### config.mk
export PLATFORM = sky130hd
export DESIGN_NAME = flex_pack_acquisition_config
export DESIGN_NICKNAME = d
export VERILOG_FILES = /design/src/design/flex_pack_pkg.sv /design/src/design/flex_pack_acquisition_config.sv
export VERILOG_INCLUDE_DIRS = /design/src /design/src/design
export SDC_FILE = /design/constraint.sdc
export NUM_CORES = 2
export LEC_CHECK = 0
export BUFFER_PORTS_ARGS = -buffer_cell sky130_fd_sc_hd__buf_2
export CAP_MARGIN = 20
export CELL_PAD_IN_SITES_DETAIL_PLACEMENT = 1
export CELL_PAD_IN_SITES_GLOBAL_PLACEMENT = 1
export CORE_UTILIZATION = 30
export DETAILED_ROUTE_END_ITERATION = 10
export PLACE_DENSITY_LB_ADDON = 0.1
export SETUP_SLACK_MARGIN = 0.3
export SYNTH_ARGS = -nofsm -noshare
export SYNTH_HDL_FRONTEND = slang
export SYNTH_SLANG_ARGS = --single-unit
### constraint.sdc
create_clock -name clk -period 4.1 [get_ports clk]
set_input_delay 0.205 -clock clk [delete_from_list [all_inputs] [get_ports clk]]
set_output_delay 0.205 -clock clk [all_outputs]
set_load 0.02 [all_outputs]
### src/design/flex_pack_map.svh
// channel and trim counts, field positions, reset values and timing counts of the acquisition block
`ifndef FLEX_PACK_MAP_SVH
`define FLEX_PACK_MAP_SVH
`define CELL_COUNT 14
`define TRIM_COUNT 11
`define TOPSEL_OFF 4'hf
`define TOPSEL_MIN_VALID 4'h8
`define CRC_HI 15
`define CRC_LO 8
`define SETTLE_TIME_NS 30000
`define CLK_PERIOD_NS 40
`define SETTLE_CYCLES ((`SETTLE_TIME_NS + `CLK_PERIOD_NS - 1) / `CLK_PERIOD_NS)
`define CONV_CYCLES 4
`endif

### src/design/flex_pack_pkg.sv
// types shared by the acquisition block
package flex_pack_pkg;
   typedef struct packed {
      logic flexSupplyEnableA;
      logic flexSupplyEnableB;
      logic [3:0] topCellSelectA;
      logic [3:0] topCellSelectB;
      logic [3:0] blockDividerSourceSelect;
      logic flexScanDisconnect;
   } pack_cfg_t;
   typedef struct packed {
      logic [3:0] channel;
      logic [11:0] code;
   } conv_t;
   typedef enum logic [2:0] {S_IDLE, S_SETTLE, S_CONV, S_NEXT, S_STORE} acq_state_t;
endpackage : flex_pack_pkg

### src/design/flex_pack_acquisition_config.sv
// acquisition sequencer, flex-pack supply mux control, trim rom and identifier
`timescale 1ns/10ps
`include "flex_pack_map.svh"
module flex_pack_acquisition_config #(
   parameter logic [15:0] TRIM_WORD [0:10] = '{default: 16'h0000}, // arbitrary
   parameter logic [7:0] TRIM_CRC = 8'h00, // arbitrary
   parameter logic [31:0] DEVICE_ID = 32'h0000_0001 // arbitrary
) (
   input wire logic clk,
   input wire logic rst,
   input wire flex_pack_pkg::pack_cfg_t pack_configuration_register,
   input wire logic [13:0] cellChannelEnables,
   input wire logic inputPathSelect,
   input wire logic [2:0] oversampleLog2,
   input wire logic acqStart,
   input wire logic [11:0] adcCode,
   input wire logic switchFaultRaw,
   input wire logic alertResetFlag,
   input wire logic [3:0] readIndex,
   output logic [15:0] readData,
   output logic [15:0] trimData,
   output logic [15:0] identifierLowWord,
   output logic [15:0] identifierHighWord,
   output logic [3:0] topCellApplied,
   output logic flexEnableApplied,
   output logic [3:0] blockSourceApplied,
   output logic blockMuxConnect,
   output logic topCellDisconnect,
   output logic [3:0] convChannel,
   output logic convStrobe,
   output logic altPathActive,
   output logic acqBusy,
   output logic acqDone,
   output logic supplyMuxFaultAlert
);
   flex_pack_pkg::acq_state_t state_r;
   logic [15:0] result_r [0:13];
   logic [19:0] accum_r [0:13];
   logic [3:0] chan_r;
   logic scan_r;
   logic [7:0] meas_r;
   logic [9:0] wait_r;
   logic [3:0] topNxt;
   logic enNxt;
   logic [3:0] blkNxt;
   logic copiesMatch;
   logic lastChan;
   logic [3:0] nextChan;
   logic gate_r;

   // copies must agree, else fall back to power-on defaults
   assign copiesMatch = (pack_configuration_register.flexSupplyEnableA == pack_configuration_register.flexSupplyEnableB)
      && (pack_configuration_register.topCellSelectA == pack_configuration_register.topCellSelectB);
   always_comb
   begin
      topNxt = `TOPSEL_OFF;
      enNxt = 1'b1;
      blkNxt = `TOPSEL_OFF;
      if (copiesMatch)
      begin
         enNxt = pack_configuration_register.flexSupplyEnableA;
         if (pack_configuration_register.topCellSelectA >= `TOPSEL_MIN_VALID)
            topNxt = pack_configuration_register.topCellSelectA;
      end
      if (pack_configuration_register.blockDividerSourceSelect >= `TOPSEL_MIN_VALID)
         blkNxt = pack_configuration_register.blockDividerSourceSelect;
   end

   // applied supply mux state; reset restores enabled / off
   always_ff @(posedge clk)
   begin
      if (rst)
      begin
         flexEnableApplied <= 1'b1;
         topCellApplied <= `TOPSEL_OFF;
         blockSourceApplied <= `TOPSEL_OFF;
         blockMuxConnect <= 1'b0;
      end
      else
      begin
         flexEnableApplied <= enNxt;
         topCellApplied <= topNxt;
         blockSourceApplied <= blkNxt;
         // only a defined top cell with enable lets the block mux pick a cell
         blockMuxConnect <= enNxt && (topNxt != `TOPSEL_OFF)
            && (blkNxt != `TOPSEL_OFF);
      end
   end

   // next enabled channel after the current one
   always_comb
   begin
      nextChan = 4'h0;
      lastChan = 1'b1;
      for (int i = `CELL_COUNT - 1; i >= 0; i--)
      begin
         if (cellChannelEnables[i] && (4'(i) > chan_r))
         begin
            nextChan = 4'(i);
            lastChan = 1'b0;
         end
      end
   end

   function automatic logic [3:0] first_enabled(input logic [13:0] en);
      logic [3:0] f;
      f = 4'h0;
      for (int i = `CELL_COUNT - 1; i >= 0; i--)
         if (en[i])
            f = 4'(i);
      return f;
   endfunction : first_enabled

   // top cell sits at channel index topCell-1 (cell n = Cn - Cn-1)
   function automatic logic is_top(input logic [3:0] c, input logic [3:0] t);
      return (t != `TOPSEL_OFF) && (c == 4'(t - 4'h1));
   endfunction : is_top

   // sequencer: conversions per scan, two scans per measurement, oversampled
   always_ff @(posedge clk)
   begin
      if (rst)
      begin
         state_r <= flex_pack_pkg::S_IDLE;
         chan_r <= 4'h0;
         scan_r <= 1'b0;
         meas_r <= 8'h00;
         wait_r <= 10'h000;
         convStrobe <= 1'b0;
         acqDone <= 1'b0;
         acqBusy <= 1'b0;
         altPathActive <= 1'b0;
         topCellDisconnect <= 1'b0;
      end
      else
      begin
         convStrobe <= 1'b0;
         acqDone <= 1'b0;
         unique case (state_r)
            flex_pack_pkg::S_IDLE:
            begin
               if (acqStart && (cellChannelEnables != 14'h0000))
               begin
                  altPathActive <= inputPathSelect;
                  acqBusy <= 1'b1;
                  chan_r <= first_enabled(cellChannelEnables);
                  scan_r <= 1'b0;
                  meas_r <= 8'h00;
                  wait_r <= 10'h000;
                  state_r <= flex_pack_pkg::S_SETTLE;
               end
            end
            flex_pack_pkg::S_SETTLE:
            begin
               // disconnect only on the alternate path, the sole user of it
               if (altPathActive && flexEnableApplied && pack_configuration_register.flexScanDisconnect
                   && is_top(chan_r, topCellApplied)
                   && (wait_r != 10'(`SETTLE_CYCLES)))
               begin
                  topCellDisconnect <= 1'b1;
                  wait_r <= wait_r + 10'h001;
               end
               else
               begin
                  wait_r <= 10'h000;
                  state_r <= flex_pack_pkg::S_CONV;
               end
            end
            flex_pack_pkg::S_CONV:
            begin
               convStrobe <= 1'b1;
               state_r <= flex_pack_pkg::S_NEXT;
            end
            flex_pack_pkg::S_NEXT:
            begin
               topCellDisconnect <= 1'b0;
               if (!lastChan)
               begin
                  chan_r <= nextChan;
                  state_r <= flex_pack_pkg::S_SETTLE;
               end
               else
               begin
                  chan_r <= first_enabled(cellChannelEnables);
                  scan_r <= ~scan_r;
                  if (scan_r)
                     meas_r <= meas_r + 8'h01;
                  if (scan_r && (meas_r == 8'((9'h001 << oversampleLog2) - 9'h001)))
                     state_r <= flex_pack_pkg::S_STORE;
                  else
                     state_r <= flex_pack_pkg::S_SETTLE;
               end
            end
            flex_pack_pkg::S_STORE:
            begin
               acqBusy <= 1'b0;
               acqDone <= 1'b1;
               state_r <= flex_pack_pkg::S_IDLE;
            end
            default:
               state_r <= flex_pack_pkg::S_IDLE;
         endcase
      end
   end

   assign convChannel = chan_r;

   // per-channel accumulator and left-justified result
   generate
      for (genvar g = 0; g < `CELL_COUNT; g++)
      begin : g_chan
         always_ff @(posedge clk)
         begin
            if (rst)
            begin
               accum_r[g] <= 20'h00000;
               result_r[g] <= 16'h0000;
            end
            else if (acqStart && state_r == flex_pack_pkg::S_IDLE)
               accum_r[g] <= 20'h00000;
            else if (convStrobe && chan_r == 4'(g))
               accum_r[g] <= accum_r[g] + {8'h00, adcCode};
            else if (state_r == flex_pack_pkg::S_STORE && cellChannelEnables[g])
               // 2*2^k sums of 12 bits; a spare bit keeps the doubling from wrapping at 128
               result_r[g] <= {14'((21'(accum_r[g]) << 1) >> oversampleLog2), 2'b00};
         end
      end
   endgenerate

   // alert held low until alert reset flag is cleared after power-up
   always_ff @(posedge clk)
   begin
      if (rst)
      begin
         gate_r <= 1'b1;
         supplyMuxFaultAlert <= 1'b0;
      end
      else
      begin
         if (!alertResetFlag)
            gate_r <= 1'b0;
         supplyMuxFaultAlert <= !gate_r && flexEnableApplied && switchFaultRaw;
      end
   end

   // 16-bit register reads: results, trim rom, identifier
   always_ff @(posedge clk)
   begin
      if (rst)
      begin
         readData <= 16'h0000;
         trimData <= 16'h0000;
         identifierLowWord <= 16'h0000;
         identifierHighWord <= 16'h0000;
      end
      else
      begin
         readData <= (readIndex < 4'(`CELL_COUNT)) ? result_r[readIndex] : 16'h0000;
         if (readIndex == 4'(`TRIM_COUNT - 1))
            trimData <= {TRIM_CRC, TRIM_WORD[`TRIM_COUNT - 1][`CRC_LO - 1:0]};
         else if (readIndex < 4'(`TRIM_COUNT))
            trimData <= TRIM_WORD[readIndex];
         else
            trimData <= 16'h0000;
         identifierLowWord <= DEVICE_ID[15:0];
         identifierHighWord <= DEVICE_ID[31:16];
      end
   end

   // checks
   a_mismatch_defaults: assert property (@(posedge clk) disable iff (rst)
      !copiesMatch |=> flexEnableApplied && topCellApplied == `TOPSEL_OFF)
      else $error("mismatched copies did not apply defaults");
   a_block_mux_gate: assert property (@(posedge clk) disable iff (rst)
      blockMuxConnect |-> flexEnableApplied && topCellApplied != `TOPSEL_OFF)
      else $error("block mux connected without defined top cell");
   a_block_code_map: assert property (@(posedge clk) disable iff (rst)
      blockSourceApplied == `TOPSEL_OFF || blockSourceApplied >= `TOPSEL_MIN_VALID)
      else $error("unsupported block source applied");
   a_topcell_map: assert property (@(posedge clk) disable iff (rst)
      topCellApplied == `TOPSEL_OFF || topCellApplied >= `TOPSEL_MIN_VALID)
      else $error("unsupported top cell applied");
   a_reset_enable: assert property (@(posedge clk)
      rst |=> flexEnableApplied && !supplyMuxFaultAlert)
      else $error("reset did not restore enable");
   a_alert_gating: assert property (@(posedge clk) disable iff (rst)
      supplyMuxFaultAlert |-> $past(switchFaultRaw) && !gate_r)
      else $error("alert raised while gated or without fault");
   a_result_justify: assert property (@(posedge clk) disable iff (rst)
      readData[1:0] == 2'b00)
      else $error("result low bits not zero");
   a_disabled_hold: assert property (@(posedge clk) disable iff (rst)
      (state_r == flex_pack_pkg::S_STORE && !cellChannelEnables[0])
      |=> $stable(result_r[0]))
      else $error("disabled channel result changed");
   a_skip_disabled: assert property (@(posedge clk) disable iff (rst)
      convStrobe |-> cellChannelEnables[chan_r])
      else $error("conversion on disabled channel");
   a_settle_wait: assert property (@(posedge clk) disable iff (rst)
      $rose(topCellDisconnect) |-> !convStrobe [*8])
      else $error("top cell converted before settling");
   a_path_hold: assert property (@(posedge clk) disable iff (rst)
      acqBusy && $past(acqBusy) |-> $stable(altPathActive))
      else $error("path changed during acquisition");
endmodule : flex_pack_acquisition_config

==> results.md <==
- Worst hold endpoint: topCellApplied[1]
- Total grt overflow: 0
- Max-cap violation count: 0
- Row Count: 130
- PwrDens: 395 nW/um^2
- Largest family of logic cells by synthesized area: multiplexers
- Xor and xnor fraction of the mapped netlist area: 5.05%
- Status: finished, final reports clean
- Die ar.: 128000 sq um
- Most numerous cell in the Yosys netlist: nor2_1
- Reg-to-reg endpoint: accum_r[1][119]
- Crit path arrival time: 3.52 ns
- Avg Cell Area, Syn: 10.5 sq um
- Setup TNS: 0 ns
- Area contributors post-synth: edfxtp_1 38%, mux4_2 9.2%, mux2i_1 8.1%
- Starting Density: 30.2%
- TritonCTS Buffers: 73
- Vias: 28533
- Final period util: 76.6%
- Worst vdd ir: 0.225 mV
- Max stage delay cell, worst path: a2111oi_0
- Cells after synthesis: 3601
- # port buffers: 88
- Worst r2r src: accum_r[1][101]
- CTS tree: built
- Worst-path cell chain: ha_1 > a211o_1 > a21oi_1 > a22oi_1 > a2111oi_0 > o31ai_1 > nand4_1 > xor2_1 > nor2_1
- Post-DP HPWL: 94000 um
- Clock Sinks: 534
- Hold_buf cts: 17
- Remaining DRCs: 0
- GRT Overall Usage: 20.3%
- I/O Pins: 138
- Post-CTS setup buffers: 0
- Clock Path Buffers: 3
- First-pass GRT wire length: 194000 um
- Final Net Count: 3910
- Lkg Pwr: 16.4 nW
- Critical Path Start Type: flip-flop
- Final Wtd Congestion: 0.815
- Ys async rst share: 0%
- Synth top cells by count: 534 x nor2_1, 476 x edfxtp_1, 308 x mux2i_1, 209 x nand2_1, 187 x a21oi_1
- Top cell type's share of synthesized area: 37.7%
- Ys flop type: edfxtp_1
- Worst Path Required: 4.48 ns
- Synth area leader: edfxtp_1
- Max-slew violations: 0
- Worst reg2reg path depth: 9
- Chip height: 358 um
- Clock Skew: 0.0193 ns
- Post-synthesis cell type count: 90
- Synth Register Bits: 534
- Max-slew headroom: 26.6%
- Hold_sp: pack_configuration_register[8]
- WL final: 131000 um
- Simple-gate share of the synthesized area: 15.0%
- R2R setup slack: 0.96 ns
- H-tree levels: 3
- Synth Area in Compound Gates: 10.7%
- Core Util, Final: 34.1%
- Mux cell area share after synthesis: 18.2%
- Initial DRC Count: 2129
- Register area share after synthesis: 40.7%
- Critical path type: flip-flop to flip-flop
- Antenna-violating nets left: 0
- Clk_lat worst skew: 0.65 ns
- Initial DRT Pass Iterations: 5
- CP max stage delay: 0.76 ns
- Final hold violations: 0
- Number of enable flip-flop cells after synthesis: 476
- Register area: 15500 sq um
- Clock slew at reported path FFs: 0.06 ns
- Drt wl/cell: 24.3 um
- Slew @ Worst Pin: 1.10 ns
- Post-cts resize count: 0
- Drt via density: 5.31
- Critical Path End Type: flip-flop
- Vias in the first global route: 28414
- Filler cell count: 13901
- Min-Delay Path Depth: 4
- Initial antenna violation count: 12
- F_max: 0.318 GHz
- Largest net degree at the start of global routing: 161
- Clock Root Buffer: clkbuf_16
- Syn Std Cell Area: 38000 sq um
- DIE WIDTH: 358 um
- Fraction of layout cells with a size suffix above 1: 13.7%
- RSZ-0062 raised after global routing: false
- Adder-Cell Fraction of Synth Area: 6.47%
- Placeable Area: 126000 sq um
- Worst hold path type: input port to flip-flop
- Fin crit period: 3.14 ns
- CP max FO: 4
- Final Setup Violations: 0
- Syn-to-layout area delta: 12.9%
- Multi-input logic area: 21200 sq um
- Syn. warnings: 0
==> worst max-delay path, delay by kind of cell (launching register included) <==
kind,cells,cell delay (ns)
adder cells (fa/ha/maj),1,0.31
AND/OR/NAND/NOR,2,0.23
AO/OA/AOI/OAI,5,1.77
flip-flops,1,0.42
XOR/XNOR,1,0.15
==> how the worst max path moves through the flow <==
stage                            from              end  slack [ns]  cells past startpoint
finish                accum_r[1][101]  accum_r[1][119]        0.96                      9
global route          accum_r[1][101]  accum_r[1][119]        0.66                      9
CTS                   accum_r[1][101]  accum_r[1][119]        0.99                      9
detailed placement         adcCode[2]  accum_r[1][119]        0.60                     10
global placement           adcCode[2]  accum_r[1][119]        0.58                     10
floorplan           oversampleLog2[0]       state_r[0]        0.74                     14
==> state kept, by name, summed over array words and instances, names as in the netlist, 3 cells and up <==
register and count:
accum_r 280, result_r 196, readData 14, wait_r 10, meas_r 8, blockSourceApplied 4, convChannel 4, topCellApplied 4
state_r 3
==> cell usage in the layout (no fill, tap or decap), types with 17 or more instances in the layout <==
cell type      netlist  layout
nor2_1             534     534
edfxtp_1           476     476
mux2i_1            308     308
nand2_1            209     209
a21oi_1            187     186
ha_1               174     174
mux4_2             155     155
o21ai_0            124     124
xor2_1             121     121
nor2b_1            102     101
xnor2_1             96      96
nand3_1             90      90
buf_2               40      84
clkbuf_16            0      79
buf_4               51      76
nor3_1              74      74
inv_1               74      72
dfxtp_1             58      58
a211oi_1            54      54
a21o_1              54      54
conb_1               2      51
and3_1              40      40
nand2b_1            32      32
mux2_2              30      30
a31oi_1             29      29
or3_1               28      28
o21a_1              27      27
nand4_1             25      25
and2_1              22      22
o31a_1              21      21
a221oi_1            18      18
dlygate4sd3_1        0      17
==> final cells by class <==
type	count	share of cell area, %
Antenna cell	2	0.0117
Clock inverter	31	0.786
Inverter	74	0.660
Sequential cell	534	36.1
Tap cell	1650	4.82
Clock buffer	98	4.85
Multi-Input combinational cell	2796	49.6
Timing Repair Buffer	189	3.24
==> per-layer routing <==
layer  vias up  share of wire, %  track usage, %
met2       503                42            29.9
met4         4               1.8            4.57
met1     14430                51            31.1
met3       136               4.4            2.54
met5         -             0.025               0
li1      13460                 -               -
==> cell families after synthesis <==
kind of cell / after synthesis
AND/OR/NAND/NOR: 1219
buffers and inverters: 320
multiplexers: 493
adder cells (fa/ha/maj): 188
flip-flops: 534
AO/OA/AOI/OAI: 627
other: 2
XOR/XNOR: 218
==> where the power goes <==
| part | total, mW | leakage (nW) | internal (mW) | switching, mW |
|---|---|---|---|---|
| combinational | 3.57 | 9.73 | 1.45 | 2.12 |
| sequential | 6.71 | 5.52 | 6.31 | 0.395 |
| clock | 6.64 | 1.19 | 3.99 | 2.66 |
| total | 16.9 | 16.4 | 11.8 | 5.17 |
==> metrics by stage <==
stage	hold slack, ns	setup WS, ns	cells	instance area [sq um]	total power [mW]
floorplan	0.306	0.739	3650	38100	9.23
global placement	0.411	0.578	5226	40200	10.4
detailed placement	0.413	0.595	5226	40200	10.4
CTS	0.00347	0.987	5372	42800	17.2
global route	0.0563	0.663	5372	42800	17.7
finish	0.0558	0.960	5374	42800	16.9
Note: power is estimated with default switching activity, not from simulation.
